$ cat config.mk
export PLATFORM = sky130hd
export DESIGN_NAME = setpoint_program_sequencer
export DESIGN_NICKNAME = d
export VERILOG_FILES = /design/src/hw/seq_pkg.sv /design/src/hw/seq_ramp_divider.sv /design/src/hw/seq_tick_divider.sv /design/src/hw/setpoint_program_sequencer.sv
export SDC_FILE = /design/constraint.sdc
export NUM_CORES = 2
export LEC_CHECK = 0
export BUFFER_PORTS_ARGS = -buffer_cell sky130_fd_sc_hd__clkbuf_2
export CORE_MARGIN = 10
export CORE_UTILIZATION = 55
export CTS_CLUSTER_DIAMETER = 60
export CTS_CLUSTER_SIZE = 30
export DETAILED_ROUTE_END_ITERATION = 6
export HOLD_SLACK_MARGIN = 0.1
export PLACE_DENSITY_LB_ADDON = 0.3
export SETUP_SLACK_MARGIN = 0.15
export SYNTH_ARGS = -nofsm -noshare
export SYNTH_HDL_FRONTEND = slang
export SYNTH_HIERARCHICAL = 1
export SYNTH_SLANG_ARGS = --single-unit
$ cat constraint.sdc
create_clock -name clk_sys -period 7.7 [get_ports clk_sys]
set_clock_uncertainty 0.05 [all_clocks]
set_input_delay 1.54 -clock clk_sys [delete_from_list [all_inputs] [get_ports clk_sys]]
set_output_delay 1.54 -clock clk_sys [all_outputs]
set_load 0.03 [all_outputs]
$ cat src/hw/seq_pkg.sv
// Package with register map, field layout, reset values, timing and types of the setpoint program sequencer.
//
// Contract
// - Four program choices, default program one only.
// - Input low picks one; latched at start.
// - Cascade runs program one then program two.
// - Hold threshold off or 0.1-10 percent.
// - Hold compared only at interval end.
// - Program one has ten durations, format-dependent.
// - Program two has five durations, same ranges.
// - Targets -10 to 110 percent, or none.
// - Start from internal setpoint; ends chain onward.
// - No-point targets interpolate between defined neighbours.
// - Six outputs driven per interval, default low.
// - End-state level per program after end, start.
// - Cascade runs up to fifteen intervals.
package seq_pkg;

  // Register byte offsets.
  localparam logic [11:0] OFS_CTRL     = 12'h000;
  localparam logic [11:0] OFS_HOLD     = 12'h004;
  localparam logic [11:0] OFS_STATUS   = 12'h008;
  localparam logic [11:0] OFS_WINT     = 12'h00C;
  localparam logic [11:0] OFS_SETPOINT = 12'h010;
  localparam logic [11:0] OFS_END_LVL1 = 12'h014;
  localparam logic [11:0] OFS_END_LVL2 = 12'h018;
  localparam logic [11:0] OFS_DUR_BASE = 12'h040;
  localparam logic [11:0] OFS_TGT_BASE = 12'h080;
  localparam logic [11:0] OFS_LVL_BASE = 12'h0C0;

  // Field positions.
  localparam int CTRL_CHOICE_LSB = 0;
  localparam int CTRL_FORMAT_BIT = 2;
  localparam int CTRL_START_BIT  = 3;
  localparam int CTRL_ABORT_BIT  = 4;
  localparam int DUR_MAJOR_LSB   = 8;
  localparam int DUR_MINOR_LSB   = 0;
  localparam int TGT_NOP_BIT     = 16;

  // Table sizes.
  localparam int N_P1  = 10;
  localparam int N_P2  = 5;
  localparam int N_IV  = 15;
  localparam int N_OUT = 6;

  // Reset values and limits; analog values are signed tenths of a percent of scale.
  localparam logic [1:0]        CHOICE_RST = 2'h0;
  localparam logic              FORMAT_RST = 1'b0;
  localparam logic [7:0]        HOLD_RST   = 8'h00;
  localparam logic [7:0]        HOLD_MAX   = 8'h64;
  localparam logic signed [15:0] TGT_MIN   = 16'hFF9C;
  localparam logic signed [15:0] TGT_MAX   = 16'h044C;
  localparam logic [15:0]       TGT_RST    = 16'h0000;
  localparam logic [5:0]        LVL_RST    = 6'h00;
  localparam logic [11:0]       DUR_RST    = 12'h000;
  localparam logic [5:0]        FIELD_MAX  = 6'h3B;

  // Timing.
  localparam int CLK_PERIOD_NS      = 10;
  localparam int SECOND_NS          = 1_000_000_000;
  localparam int CYCLES_PER_SECOND  = SECOND_NS / CLK_PERIOD_NS;
  localparam logic [5:0] SECONDS_PER_MINUTE = 6'h3C;
  localparam logic [15:0] MINOR_PER_MAJOR   = 16'h003C;

  // Ramp divider widths.
  localparam int NUM_W = 27;
  localparam int DEN_W = 16;

  typedef enum logic [1:0] {
    CHOICE_P1   = 2'b00,
    CHOICE_P2   = 2'b01,
    CHOICE_PIN  = 2'b10,
    CHOICE_CASCADED_SELECTION = 2'b11
  } choice_type;

  typedef enum logic [2:0] {
    ST_IDLE = 3'b000,
    ST_LOAD = 3'b001,
    ST_SCAN = 3'b010,
    ST_RUN  = 3'b011,
    ST_HOLD = 3'b100,
    ST_DONE = 3'b101
  } state_type;

  typedef struct packed {
    logic        psel;
    logic        penable;
    logic        pwrite;
    logic [11:0] paddr;
    logic [31:0] pwdata;
  } apb_req_type;

  typedef struct packed {
    logic        pready;
    logic        pslverr;
    logic [31:0] prdata;
  } apb_rsp_type;

endpackage

$ cat src/hw/seq_ramp_divider.sv
// Restoring unsigned divider that scales the ramp step, one quotient bit per cycle.
module seq_ramp_divider (
  // Clock and reset.
  input  wire logic                       clk_sys,
  input  wire logic                       rst_n,
  // Request.
  input  wire logic                       start,
  input  wire logic [seq_pkg::NUM_W-1:0]  numer,
  input  wire logic [seq_pkg::DEN_W-1:0]  denom,
  // Result.
  output logic                            done,
  output logic [seq_pkg::NUM_W-1:0]       quot
);

  logic [seq_pkg::NUM_W-1:0] q_ff;
  logic [seq_pkg::DEN_W-1:0] rem_ff;
  logic [seq_pkg::DEN_W-1:0] den_ff;
  logic [4:0]                cnt_ff;
  logic                      done_ff;
  logic [seq_pkg::DEN_W:0]   trial;
  logic                      fits;

  // Shift one numerator bit into the partial remainder and try the subtraction.
  always_comb begin
    trial = {rem_ff, q_ff[seq_pkg::NUM_W-1]};
    fits  = (trial >= {1'b0, den_ff});
  end

  // A new start overrides a division still in flight.
  always_ff @(posedge clk_sys or negedge rst_n) begin
    if (!rst_n) begin
      q_ff    <= '0;
      rem_ff  <= '0;
      den_ff  <= '0;
      cnt_ff  <= 5'h00;
      done_ff <= 1'b0;
    end else if (start) begin
      q_ff    <= numer;
      rem_ff  <= '0;
      den_ff  <= denom;
      cnt_ff  <= 5'(seq_pkg::NUM_W);
      done_ff <= 1'b0;
    end else begin
      done_ff <= (cnt_ff == 5'h01);
      if (cnt_ff != 5'h00) begin
        cnt_ff <= cnt_ff - 5'h01;
        q_ff   <= {q_ff[seq_pkg::NUM_W-2:0], fits};
        rem_ff <= fits ? 16'(trial - {1'b0, den_ff}) : trial[seq_pkg::DEN_W-1:0];
      end
    end
  end

  assign done = done_ff;
  assign quot = q_ff;

endmodule

$ cat src/hw/seq_tick_divider.sv
// Divider that turns the system clock into second and minute enable pulses.
module seq_tick_divider #(
  parameter int CYCLES_PER_SECOND = seq_pkg::CYCLES_PER_SECOND
) (
  // Clock and reset.
  input  wire logic clk_sys,
  input  wire logic rst_n,
  // Restart so a fresh interval counts whole units.
  input  wire logic clear,
  // One-cycle enables.
  output logic      sec_tick,
  output logic      min_tick
);

  logic [31:0] cyc_ff;
  logic [5:0]  sec_ff;
  logic        sec_tick_ff;
  logic        min_tick_ff;

  // Cycle counter wraps once per second.
  always_ff @(posedge clk_sys or negedge rst_n) begin
    if (!rst_n) begin
      cyc_ff      <= 32'h0000_0000;
      sec_tick_ff <= 1'b0;
    end else if (clear) begin
      cyc_ff      <= 32'h0000_0000;
      sec_tick_ff <= 1'b0;
    end else begin
      sec_tick_ff <= (cyc_ff == 32'(CYCLES_PER_SECOND - 1));
      cyc_ff      <= (cyc_ff == 32'(CYCLES_PER_SECOND - 1)) ? 32'h0000_0000 : cyc_ff + 32'h0000_0001;
    end
  end

  // Second counter makes the minute pulse, aligned with a second pulse.
  always_ff @(posedge clk_sys or negedge rst_n) begin
    if (!rst_n) begin
      sec_ff      <= 6'h00;
      min_tick_ff <= 1'b0;
    end else if (clear) begin
      sec_ff      <= 6'h00;
      min_tick_ff <= 1'b0;
    end else begin
      min_tick_ff <= 1'b0;
      if (cyc_ff == 32'(CYCLES_PER_SECOND - 1)) begin
        min_tick_ff <= (sec_ff == seq_pkg::SECONDS_PER_MINUTE - 6'h01);
        sec_ff      <= (sec_ff == seq_pkg::SECONDS_PER_MINUTE - 6'h01) ? 6'h00 : sec_ff + 6'h01;
      end
    end
  end

  assign sec_tick = sec_tick_ff;
  assign min_tick = min_tick_ff;

endmodule

$ cat src/hw/setpoint_program_sequencer.sv
// Setpoint program sequencer: APB register file, interval tables and the program state machine.
//
// The address map and the APB interface to the registers are this design's own decisions.
module setpoint_program_sequencer #(
  parameter int CYCLES_PER_SECOND = seq_pkg::CYCLES_PER_SECOND
) (
  // Clock and reset.
  input  wire logic                    clk_sys,
  input  wire logic                    rst_n,
  // APB slave.
  input  wire seq_pkg::apb_req_type    apb_req,
  output seq_pkg::apb_rsp_type         apb_rsp,
  // Control loop and plant.
  input  wire logic                    program_choice_input,
  input  wire logic signed [15:0]      control_difference,
  output logic signed [15:0]           setpoint_out,
  output logic [seq_pkg::N_OUT-1:0]    sequence_outputs,
  output logic                         program_running
);

  seq_pkg::apb_rsp_type    rsp_ff;
  seq_pkg::state_type      state_ff;
  seq_pkg::choice_type     program_choice_ff;
  logic                    time_format_ff;
  logic [7:0]              hold_ff;
  logic signed [15:0]      internal_setpoint_ff;
  logic [5:0]              end_lvl1_ff;
  logic [5:0]              end_lvl2_ff;
  logic [11:0]             dur_ff [0:seq_pkg::N_IV-1];
  logic [16:0]             tgt_ff [0:seq_pkg::N_IV-1];
  logic [5:0]              lvl_ff [0:seq_pkg::N_IV-1];
  logic [3:0]              idx_ff;
  logic [3:0]              last_ff;
  logic [3:0]              scan_ff;
  logic                    use_p2_end_ff;
  logic signed [15:0]      sp_ff;
  logic signed [15:0]      base_ff;
  logic signed [15:0]      goal_ff;
  logic [15:0]             seg_total_ff;
  logic [15:0]             seg_done_ff;
  logic [15:0]             acc_ff;
  logic [15:0]             iv_left_ff;
  logic                    neg_ff;
  logic [5:0]              out_ff;
  logic                    run_ff;
  logic                    div_start_ff;

  // Bus decode.
  logic                    setup;
  logic                    wr_en;
  logic [11:0]             addr;
  logic [31:0]             wdata;
  logic                    tbl_ok;
  logic [3:0]              ent;
  logic [31:0]             rd_data;
  logic                    rd_ok;
  logic                    start_req;
  logic                    abort_req;
  logic                    prog_two;
  logic                    unit_tick;
  logic                    sec_tick;
  logic                    min_tick;
  logic                    div_done;
  logic [seq_pkg::NUM_W-1:0] quot;
  logic [15:0]             diff_mag;
  logic signed [15:0]      wtgt;
  logic [5:0]              wmaj;
  logic [5:0]              wmin;
  logic [10:0]             delta_mag;

  // Interval length in timer units: major field times sixty plus minor field.
  function automatic logic [15:0] units_of(input logic [11:0] d);
    units_of = 16'(d[11:6]) * seq_pkg::MINOR_PER_MAJOR + 16'(d[5:0]);
  endfunction

  assign setup = apb_req.psel & ~apb_req.penable;
  assign wr_en = apb_req.psel & apb_req.penable & apb_req.pwrite & rsp_ff.pready;
  assign addr  = apb_req.paddr;
  assign wdata = apb_req.pwdata;
  assign ent   = addr[5:2];
  assign tbl_ok = (addr[1:0] == 2'b00) && (ent < 4'(seq_pkg::N_IV));
  assign start_req = wr_en && (addr == seq_pkg::OFS_CTRL) && wdata[seq_pkg::CTRL_START_BIT];
  assign abort_req = wr_en && (addr == seq_pkg::OFS_CTRL) && wdata[seq_pkg::CTRL_ABORT_BIT];

  // Read mux; unmapped addresses answer with an error and zero data.
  always_comb begin
    rd_data = 32'h0000_0000;
    rd_ok   = 1'b1;
    if (addr == seq_pkg::OFS_CTRL) begin
      rd_data = {29'h0000_0000, time_format_ff, program_choice_ff};
    end else if (addr == seq_pkg::OFS_HOLD) begin
      rd_data = {24'h00_0000, hold_ff};
    end else if (addr == seq_pkg::OFS_STATUS) begin
      rd_data = {24'h00_0000, idx_ff, 1'b0, state_ff};
    end else if (addr == seq_pkg::OFS_WINT) begin
      rd_data = {16'h0000, internal_setpoint_ff};
    end else if (addr == seq_pkg::OFS_SETPOINT) begin
      rd_data = {16'h0000, sp_ff};
    end else if (addr == seq_pkg::OFS_END_LVL1) begin
      rd_data = {26'h000_0000, end_lvl1_ff};
    end else if (addr == seq_pkg::OFS_END_LVL2) begin
      rd_data = {26'h000_0000, end_lvl2_ff};
    end else if (addr[11:6] == seq_pkg::OFS_DUR_BASE[11:6] && tbl_ok) begin
      rd_data = {18'h0_0000, dur_ff[ent][11:6], 2'b00, dur_ff[ent][5:0]};
    end else if (addr[11:6] == seq_pkg::OFS_TGT_BASE[11:6] && tbl_ok) begin
      rd_data = {15'h0000, tgt_ff[ent]};
    end else if (addr[11:6] == seq_pkg::OFS_LVL_BASE[11:6] && tbl_ok) begin
      rd_data = {26'h000_0000, lvl_ff[ent]};
    end else begin
      rd_ok = 1'b0;
    end
  end

  // Answer one cycle after setup, so every access phase is exactly one cycle long.
  always_ff @(posedge clk_sys or negedge rst_n) begin
    if (!rst_n) begin
      rsp_ff <= '0;
    end else begin
      rsp_ff.pready  <= setup;
      rsp_ff.pslverr <= setup & ~rd_ok;
      rsp_ff.prdata  <= (setup & ~apb_req.pwrite) ? rd_data : 32'h0000_0000;
    end
  end

  // Write values are clamped into their legal ranges.
  always_comb begin
    wtgt = wdata[15:0];
    if (wtgt < seq_pkg::TGT_MIN) begin
      wtgt = seq_pkg::TGT_MIN;
    end else if (wtgt > seq_pkg::TGT_MAX) begin
      wtgt = seq_pkg::TGT_MAX;
    end
    wmaj = (wdata[13:8] > seq_pkg::FIELD_MAX) ? seq_pkg::FIELD_MAX : wdata[13:8];
    wmin = (wdata[5:0] > seq_pkg::FIELD_MAX) ? seq_pkg::FIELD_MAX : wdata[5:0];
  end

  // Configuration registers.
  always_ff @(posedge clk_sys or negedge rst_n) begin
    if (!rst_n) begin
      program_choice_ff    <= seq_pkg::choice_type'(seq_pkg::CHOICE_RST);
      time_format_ff       <= seq_pkg::FORMAT_RST;
      hold_ff              <= seq_pkg::HOLD_RST;
      internal_setpoint_ff <= seq_pkg::TGT_RST;
      end_lvl1_ff          <= seq_pkg::LVL_RST;
      end_lvl2_ff          <= seq_pkg::LVL_RST;
    end else if (wr_en) begin
      if (addr == seq_pkg::OFS_CTRL) begin
        program_choice_ff <= seq_pkg::choice_type'(wdata[seq_pkg::CTRL_CHOICE_LSB +: 2]);
        time_format_ff    <= wdata[seq_pkg::CTRL_FORMAT_BIT];
      end
      if (addr == seq_pkg::OFS_HOLD) begin
        hold_ff <= (wdata[7:0] > seq_pkg::HOLD_MAX) ? seq_pkg::HOLD_MAX : wdata[7:0];
      end
      if (addr == seq_pkg::OFS_WINT) begin
        internal_setpoint_ff <= wtgt;
      end
      if (addr == seq_pkg::OFS_END_LVL1) begin
        end_lvl1_ff <= wdata[5:0];
      end
      if (addr == seq_pkg::OFS_END_LVL2) begin
        end_lvl2_ff <= wdata[5:0];
      end
    end
  end

  // Interval tables: entries 0-9 belong to program one, 10-14 to program two.
  always_ff @(posedge clk_sys or negedge rst_n) begin
    if (!rst_n) begin
      for (int i = 0; i < seq_pkg::N_IV; i++) begin
        dur_ff[i] <= seq_pkg::DUR_RST;
        tgt_ff[i] <= {1'b0, seq_pkg::TGT_RST};
        lvl_ff[i] <= seq_pkg::LVL_RST;
      end
    end else if (wr_en && tbl_ok) begin
      if (addr[11:6] == seq_pkg::OFS_DUR_BASE[11:6]) begin
        dur_ff[ent] <= {wmaj, wmin};
      end
      if (addr[11:6] == seq_pkg::OFS_TGT_BASE[11:6]) begin
        tgt_ff[ent] <= {wdata[seq_pkg::TGT_NOP_BIT], wtgt};
      end
      if (addr[11:6] == seq_pkg::OFS_LVL_BASE[11:6]) begin
        lvl_ff[ent] <= wdata[5:0];
      end
    end
  end

  // Pin choice matters at start and for the end-state level shown while idle; it is not looked at while running.
  assign prog_two  = (program_choice_ff == seq_pkg::CHOICE_P2) ||
                     (program_choice_ff == seq_pkg::CHOICE_PIN && program_choice_input);
  assign unit_tick = time_format_ff ? sec_tick : min_tick;
  assign diff_mag  = control_difference[15] ? 16'(-control_difference) : control_difference;

  seq_tick_divider #(
    .CYCLES_PER_SECOND (CYCLES_PER_SECOND)
  ) u_tick (
    .clk_sys  (clk_sys),
    .rst_n    (rst_n),
    .clear    (state_ff != seq_pkg::ST_RUN),
    .sec_tick (sec_tick),
    .min_tick (min_tick)
  );

  assign delta_mag = neg_ff ? 11'(base_ff - goal_ff) : 11'(goal_ff - base_ff);

  seq_ramp_divider u_div (
    .clk_sys (clk_sys),
    .rst_n   (rst_n),
    .start   (div_start_ff),
    .numer   (27'(delta_mag) * 27'(seg_done_ff)),
    .denom   (seg_total_ff),
    .done    (div_done),
    .quot    (quot)
  );

  // Program state machine.
  always_ff @(posedge clk_sys or negedge rst_n) begin
    if (!rst_n) begin
      state_ff      <= seq_pkg::ST_IDLE;
      idx_ff        <= 4'h0;
      last_ff       <= 4'h0;
      scan_ff       <= 4'h0;
      use_p2_end_ff <= 1'b0;
      base_ff       <= 16'h0000;
      goal_ff       <= 16'h0000;
      neg_ff        <= 1'b0;
      seg_total_ff  <= 16'h0000;
      seg_done_ff   <= 16'h0000;
      acc_ff        <= 16'h0000;
      iv_left_ff    <= 16'h0000;
      div_start_ff  <= 1'b0;
    end else begin
      div_start_ff <= 1'b0;
      case (state_ff)
        seq_pkg::ST_IDLE, seq_pkg::ST_DONE: begin
          if (start_req) begin
            state_ff      <= seq_pkg::ST_LOAD;
            idx_ff        <= prog_two ? 4'(seq_pkg::N_P1) : 4'h0;
            last_ff       <= (prog_two || program_choice_ff == seq_pkg::CHOICE_CASCADED_SELECTION) ?
                             4'(seq_pkg::N_IV - 1) : 4'(seq_pkg::N_P1 - 1);
            use_p2_end_ff <= prog_two || program_choice_ff == seq_pkg::CHOICE_CASCADED_SELECTION;
            seg_total_ff  <= 16'h0000;
            seg_done_ff   <= 16'h0000;
          end
        end
        seq_pkg::ST_LOAD: begin
          if (abort_req) begin
            state_ff <= seq_pkg::ST_IDLE;
          end else if (idx_ff > last_ff) begin
            state_ff <= seq_pkg::ST_DONE;
          end else if (dur_ff[idx_ff] == seq_pkg::DUR_RST) begin
            idx_ff <= idx_ff + 4'h1;
          end else begin
            iv_left_ff <= units_of(dur_ff[idx_ff]);
            if (seg_done_ff == seg_total_ff) begin
              // The previous segment ended on a defined point, so a new one starts here.
              base_ff  <= sp_ff;
              scan_ff  <= idx_ff;
              acc_ff   <= 16'h0000;
              state_ff <= seq_pkg::ST_SCAN;
            end else begin
              state_ff <= seq_pkg::ST_RUN;
            end
          end
        end
        seq_pkg::ST_SCAN: begin
          // Walk forward to the next defined point; no-point intervals share one straight line.
          if (scan_ff > last_ff) begin
            goal_ff      <= base_ff;
            neg_ff       <= 1'b0;
            seg_total_ff <= acc_ff;
            seg_done_ff  <= 16'h0000;
            state_ff     <= seq_pkg::ST_RUN;
          end else if (dur_ff[scan_ff] == seq_pkg::DUR_RST) begin
            scan_ff <= scan_ff + 4'h1;
          end else if (!tgt_ff[scan_ff][seq_pkg::TGT_NOP_BIT]) begin
            goal_ff      <= tgt_ff[scan_ff][15:0];
            neg_ff       <= $signed(tgt_ff[scan_ff][15:0]) < base_ff;
            seg_total_ff <= acc_ff + units_of(dur_ff[scan_ff]);
            seg_done_ff  <= 16'h0000;
            state_ff     <= seq_pkg::ST_RUN;
          end else begin
            acc_ff  <= acc_ff + units_of(dur_ff[scan_ff]);
            scan_ff <= scan_ff + 4'h1;
          end
        end
        seq_pkg::ST_RUN: begin
          if (abort_req) begin
            state_ff <= seq_pkg::ST_IDLE;
          end else if (unit_tick) begin
            seg_done_ff  <= seg_done_ff + 16'h0001;
            iv_left_ff   <= iv_left_ff - 16'h0001;
            div_start_ff <= (seg_done_ff + 16'h0001 != seg_total_ff);
            if (iv_left_ff == 16'h0001) begin
              // The control difference is only judged here, at the end of the interval.
              if (hold_ff != seq_pkg::HOLD_RST && diff_mag >= 16'(hold_ff)) begin
                state_ff <= seq_pkg::ST_HOLD;
              end else begin
                idx_ff   <= idx_ff + 4'h1;
                state_ff <= seq_pkg::ST_LOAD;
              end
            end
          end
        end
        seq_pkg::ST_HOLD: begin
          if (abort_req) begin
            state_ff <= seq_pkg::ST_IDLE;
          end else if (diff_mag < 16'(hold_ff)) begin
            idx_ff   <= idx_ff + 4'h1;
            state_ff <= seq_pkg::ST_LOAD;
          end
        end
        default: begin
          state_ff <= seq_pkg::ST_IDLE;
        end
      endcase
    end
  end

  // Setpoint: internal value while idle, exact goal at segment end, scaled ramp in between.
  always_ff @(posedge clk_sys or negedge rst_n) begin
    if (!rst_n) begin
      sp_ff <= 16'h0000;
    end else if (state_ff == seq_pkg::ST_IDLE || (state_ff == seq_pkg::ST_DONE && start_req)) begin
      // A restart from the end state ramps from the internal setpoint again.
      sp_ff <= internal_setpoint_ff;
    end else if (state_ff == seq_pkg::ST_RUN && unit_tick && seg_done_ff + 16'h0001 == seg_total_ff) begin
      sp_ff <= goal_ff;
    end else if (div_done && state_ff != seq_pkg::ST_DONE) begin
      sp_ff <= neg_ff ? base_ff - 16'(quot) : base_ff + 16'(quot);
    end
  end

  // Digital outputs: interval level while timing or holding, end-state level while idle or done, unchanged during load and scan.
  always_ff @(posedge clk_sys or negedge rst_n) begin
    if (!rst_n) begin
      out_ff <= seq_pkg::LVL_RST;
      run_ff <= 1'b0;
    end else begin
      run_ff <= (state_ff != seq_pkg::ST_IDLE) && (state_ff != seq_pkg::ST_DONE);
      if (state_ff == seq_pkg::ST_RUN || state_ff == seq_pkg::ST_HOLD) begin
        out_ff <= lvl_ff[idx_ff];
      end else if (state_ff == seq_pkg::ST_DONE) begin
        out_ff <= use_p2_end_ff ? end_lvl2_ff : end_lvl1_ff;
      end else if (state_ff == seq_pkg::ST_IDLE) begin
        out_ff <= prog_two ? end_lvl2_ff : end_lvl1_ff;
      end
    end
  end

  assign apb_rsp          = rsp_ff;
  assign setpoint_out     = sp_ff;
  assign sequence_outputs = out_ff;
  assign program_running  = run_ff;

endmodule

Word level (Yosys, flattened, before mapping)
Index checks and enable logic that the tools add are counted.
W data, S select, Z words.
{ "word_totals": {"out_inout_bits": 57, "register_bits": 840, "in_bits": 66} }
{ "classes": {"magnitude_cmp": 16, "reduce_logical": 56, "multipliers": 3, "bitwise": 15, "n_addsub": 16, "n_eq_ne": 50, "muxes": 154} }
{ "op_table": {"columns": ["cell", "n"], "rows": [
  ["$mux W16", 34],
  ["$bwmux W255", 1],
  ["$mux W17", 12],
  ["$bwmux W180", 1],
  ["$mux W32", 5],
  ["$bmux W12 S4", 3],
  ["$bmux W17 S4", 2],
  ["$mux W6", 16],
  ["$pmux W16 S2", 3],
  ["$bwmux W90", 1],
  ["$mux W12", 7],
  ["$mux W4", 18],
  ["$demux W17 S4", 1],
  ["$mux W27", 2],
  ["$bmux W6 S4", 2],
  ["$demux W12 S4", 1],
  ["$pmux W16 S3", 1],
  ["$mux W3", 14],
  ["$eq A12 B5 Y1 const B", 3],
  ["$logic_not A12 Y1", 3],
  ["$ne A2 B2 Y1 const B", 17],
  ["$add A32 B1 Y32 const B", 1],
  ["$eq A16 B16 Y1", 2],
  ["$eq A32 B27 Y1 const B", 1],
  ["70 further kinds", 159]
]} }

Depth between registers and ports, before layout
{ "depth": {"ltp_word": 15, "ltp_mapped": 32} }

Cells and area by module
The synthesis kept the hierarchy.
{ "modules_own_cells": {"columns": ["module", "n_inst", "seq_area_each_um2", "cells_per_inst", "area_per_inst_um2"], "rows": [
  ["setpoint_program_sequencer", 1, 17967.2, 4956, 49882.8],
  ["seq_ramp_divider", 1, 1626.6, 413, 3776.1],
  ["seq_tick_divider", 1, 1001.0, 219, 2072.0]
]} }

Worst setup path before layout
No wires, ideal clock.
{ "synth_timing": {"path_type": "flip-flop to flip-flop", "start": "register base_ff[1]", "end": "register u_div.q_ff, in the netlist u_div/quot[26]", "slack_ps": 609, "n_path_buf": 1, "path_stages_with_launch": 28, "arrival_ps": 6959, "cell_sequence": "dfrtp_1 -> inv_1 -> ha_1 -> nor2b_1 -> o21ai_0 -> nand2b_1 -> a21o_1 -> a211oi_1 -> nor4_1 -> nor4_1 -> clkbuf_1 -> nor3b_1 -> fa_1 -> fa_1 -> fa_1 -> fa_1 -> fa_1 -> ha_1 -> a21oi_1 -> o21ai_0 -> a21oi_1 -> nand2_1 -> o211ai_1 -> a31oi_1 -> or4_1 -> nand3_1 -> nand2_1 -> o21ai_0"} }
{ "synth_via": {"elab_chain_len": 4, "elab_cells_between_ends": 5, "cone_classes": "add/sub (2); mul (1); mux (2)"} }
{ "synth_lines": {"columns": ["element", "line_no", "source"], "rows": [
  ["start, declared", "setpoint_program_sequencer.sv:37", "logic signed [15:0] base_ff;"],
  ["start signal, assigned", "setpoint_program_sequencer.sv:256", "base_ff <= sp_ff;"],
  ["$sub A11 B11 Y11", "setpoint_program_sequencer.sv:203", "assign delta_mag = neg_ff ? 11'(base_ff - goal_ff) : 11'(goal_ff - base_ff);"],
  ["$mux W11 *", "setpoint_program_sequencer.sv:203", null],
  ["$mul A11 B16 Y27 *", "setpoint_program_sequencer.sv:209", ".numer (27'(delta_mag) * 27'(seg_done_ff)),"],
  ["$mux W27 *", "seq_ramp_divider.sv:37", "end else if (start) begin"],
  ["end signal, assigned", "seq_ramp_divider.sv:38", "q_ff <= numer;"],
  ["end signal, assigned", "seq_ramp_divider.sv:47", "q_ff <= {q_ff[seq_pkg::NUM_W-2:0], fits};"],
  ["end, declared", "seq_ramp_divider.sv:15", "logic [seq_pkg::NUM_W-1:0] q_ff;"]
]} }
Mark *: on every way between the ends. The rest lies on a longest branch, timed or not.
A chain may end at the register's enable or synchronous reset.

Final worst setup path
{ "layout_timing": {"start": "register goal_ff[0]", "end": "register u_div.q_ff, in the netlist u_div/quot[26]"} }
{ "layout_via": {"elab_chain_len": 4, "elab_cells_between_ends": 5, "cone_classes": "add/sub (2); mul (1); mux (2)"} }
{ "layout_lines": {"columns": ["element", "line_no", "source"], "rows": [
  ["start, declared", "setpoint_program_sequencer.sv:38", "logic signed [15:0] goal_ff;"],
  ["start signal, assigned", "setpoint_program_sequencer.sv:268", "goal_ff <= base_ff;"],
  ["start signal, assigned", "setpoint_program_sequencer.sv:276", "goal_ff <= tgt_ff[scan_ff][15:0];"],
  ["$sub A11 B11 Y11", "setpoint_program_sequencer.sv:203", null],
  ["$mux W11 *", "setpoint_program_sequencer.sv:203", null],
  ["$mul A11 B16 Y27 *", "setpoint_program_sequencer.sv:209", null],
  ["$mux W27 *", "seq_ramp_divider.sv:37", null]
]} }
Marked as above.

==> results.ini <==
[drt]
dr_total_vias = 44200
drcViolationCount = 0
wl_per_cell_um = 23.9
drtAntennaViolNets = 0
drt-total-wl_um = 166000
routed_via_density = 6.37
drt_iter0_drc = 4793
dr.pass1.iters = 6

[sta]
setup_viol = 0
max_slew.worst_pin.slew_ns = 1.17
drv_slew = 0
period_needed_ns = 7.27
relSlewSlack_pct = 19.8
rsz0062_at_grt = true
fmax_ghz = 0.137
finalSetupTns_ns = 0
finalCritPeriodShare_pct = 94.5
hold_viol_final = 0

[place]
dp.cells = 6791
portBuffers = 92
place_hpwl_um = 115000
place_congestion = 0.997

[power_and_ir_drop]
powerDensity_nw_per_um2 = 284
p_clk_share_pct = 24.4
seqPwrFrac_pct = 29.8
power_frac_comb_pct = 45.8
swShare_pct = 43.5
switching_power_mw = 7.43
irDropWorstVdd_mv = 0.311
power_leakage_nw = 27.7
p_int_mw = 9.67
power_mw = 17.1

[die]
row_count = 116
die_w_um = 338
start_util_pct = 55.6
chipHeight_um = 338
die_area_um2 = 114000
core-area_um2 = 100000
ios = 123

[grt]
grt_start_max_net_pins = 158
grtUsageTotal_pct = 28.4
antenna_found_initial = 10
grt_pass1_wl_um = 259000
grt_pass1_vias = 44000
overflow = 0

[setup_path]
critPathMostFrequentCell = fa_1
arrival_ns = 7.78
crit_path_start_kind = flop
cp_slowest_cell = fa_1
worstPathRequired_ns = 8.21
cp_slowest_stage_delay_ns = 0.52
worst_setup_path_end_kind = flop
cp_max_fo = 10
critPathKind = reg2reg

[status]
status = completed

[clocking]
path_clk_slew_ns = 0.08
cts_tree = built
ctsHtreeMaxLevel = 3
clk_latency_ns = 0.70
cts.sinks = 823
cts_buffer_depth = 3
cts-root-buf = clkbuf_16
cts_made_buffers = 79
cts_hold_buf = 0

[layout]
syn_to_final_growth_pct = 8.22
fin_cells = 6941
multi_input_area_um2 = 32600
regArea_um2 = 20600
nets = 5954
fill_cells = 8369
drive_above_1_share_pct = 15.8

[logic_synthesis]
netlist_area_um2 = 55700
ys_seq_area_share_pct = 37.0
synth.distinct_cells = 100
synth-seq-cells = 823
synthFlopType = dfrtp_1
synthArstFlopShare_pct = 100
yosys_warnings = 6
synth_edf_count = 0
synth_cells = 5588
avgSynthCellArea_um2 = 9.97

[job]
drv_cap = 0

[hold_path]
min_path_type = reg2reg

[logic make-up after synthesis]
group                      count (synthesis)  synth area share [%]
DFF                                      823                  37.0
muxes                                    586                  17.8
adders and majority gates                368                  10.3
other                                      1               0.00673
xor gates and xnor gates                 150                  2.38
and+or+nand+nor                         1784                  14.4
AOI/OAI and AO/OA                       1189                  13.2
buffers and inverters                    687                  4.96
[synth_stat cells, types with 17 or more instances]
master | instances | share of area [%]
and3_1 | 34 | 0.38
and2_1 | 59 | 0.66
o21a_1 | 23 | 0.31
a211oi_1 | 43 | 0.58
o21ai_0 | 533 | 4.8
a21oi_1 | 193 | 1.7
nand4_1 | 34 | 0.38
clkbuf_1 | 258 | 1.7
xnor2_1 | 99 | 1.6
mux2i_1 | 144 | 2.6
nor4_1 | 26 | 0.29
dfrtp_1 | 823 | 37
buf_4 | 20 | 0.27
a22oi_1 | 20 | 0.27
buf_1 | 36 | 0.24
xor2_1 | 49 | 0.77
nand2_1 | 982 | 6.6
nor3b_1 | 17 | 0.23
or3_1 | 27 | 0.30
nand2b_1 | 44 | 0.49
nand3_1 | 82 | 0.74
mux2_2 | 130 | 2.6
fa_1 | 153 | 5.5
o211ai_1 | 19 | 0.26
nor2_1 | 296 | 2.0
a31oi_1 | 21 | 0.24
nor3_1 | 64 | 0.57
nor2b_1 | 50 | 0.56
ha_1 | 215 | 4.8
inv_1 | 319 | 2.1
a21boi_0 | 18 | 0.24
mux4_2 | 311 | 13
buf_2 | 45 | 0.40
o31ai_1 | 25 | 0.34
a21o_1 | 114 | 1.5
[layout make-up]
cell class,instances,share of cell area (%)
diodes,1,0.00415
clock buffers,92,3.55
clock inverters,52,1.04
inverters,321,2.00
multi-input cells,4092,54.1
flip-flops and latches,823,34.2
well taps,1357,2.82
repair buffers,203,2.32
[layer usage]
| layer | vias to the layer above | global-route usage [%] | part of all wire [%] |
|---|---|---|---|
| li1 | 19600 | - | - |
| met5 | - | 0 | 0.048 |
| met4 | 14 | 11.7 | 4.6 |
| met1 | 22000 | 38.1 | 40 |
| met2 | 2180 | 44.0 | 45 |
| met3 | 451 | 7.06 | 10 |
[sequential cells by signal (all words and copies together) (netlist names), 19 cells and up]
signal         cells
apb_rsp           19
dur_ff           180
lvl_ff            90
tgt_ff           255
u_div/quot        27
u_tick/cyc_ff     32
[critical path, delay by kind of cell, from the launching register on]
kind / cells / cell delay (ns)
adder cells (fa/ha/maj): 8 / 3.15
AO/OA/AOI/OAI: 9 / 1.92
AND/OR/NAND/NOR: 7 / 0.69
buffers and inverters: 6 / 0.67
flip-flops: 1 / 0.42
multiplexers: 1 / 0.26
[timing repair]
| item | 4_1_cts | 5_1_grt |
|---|---|---|
| gates resized for setup | 2 | 26 |
| setup endpoints to repair | 1 | 3 |
| pin swaps | 0 | 6 |
| buffers inserted | 0 | 5 |
[metrics by stage]
stage	setup slack, ns	area, um^2	hold WS [ns]	utilization (%)
6_report	0.425	60300	0.411	60.1
2_1_floorplan	0.609	55800	0.383	-
3_3_place_gp	0.262	57400	0.396	57.2
5_1_grt	0.105	60300	0.427	60.1
4_1_cts	0.216	60100	0.416	60.0
3_5_place_dp	0.130	57400	0.405	57.2
[layout by cell type, fill, tap and decap left out, types with 49 or more instances in the layout]
| master | count |
|---|---|
| nand2_1 | 981 |
| dfrtp_1 | 814 |
| o21ai_0 | 529 |
| inv_1 | 317 |
| mux4_2 | 311 |
| nor2_1 | 296 |
| ha_1 | 210 |
| a21oi_1 | 192 |
| fa_1 | 151 |
| mux2i_1 | 144 |
| mux2_2 | 130 |
| a21o_1 | 114 |
| buf_4 | 105 |
| xnor2_1 | 97 |
| clkbuf_2 | 88 |
| nand3_1 | 82 |
| clkbuf_16 | 81 |
| nor3_1 | 61 |
| and2_1 | 59 |
| xor2_1 | 49 |
[power groups by stage]
stage | Clock [mW] | Sequential [mW] | Combinational [mW]
2_1_floorplan | 0 | 4.88 | 5.66
3_3_place_gp | 0 | 5.16 | 7.42
3_5_place_dp | 0 | 5.16 | 7.57
4_1_cts | 4.21 | 5.08 | 7.66
5_1_grt | 4.37 | 5.13 | 8.62
6_report | 4.17 | 5.09 | 7.84
[path summary, 6_finish.rpt]
check | from | end | slack [ns] | depth (start not counted)
max | goal_ff[0] | u_div/quot[26] | 0.43 | 31
min reg2reg | u_tick/cyc_ff[0] | u_tick/cyc_ff[0] | 0.41 | 1
max reg2reg | goal_ff[0] | u_div/quot[26] | 0.43 | 31
max in group asynchronous | rst_n | tgt_ff[235] | 5.19 | 2
min | u_tick/cyc_ff[0] | u_tick/cyc_ff[0] | 0.41 | 1
min in group asynchronous | rst_n | dur_ff[122] | 0.89 | 1
No activity file was read; power rests on OpenSTA's default activity.
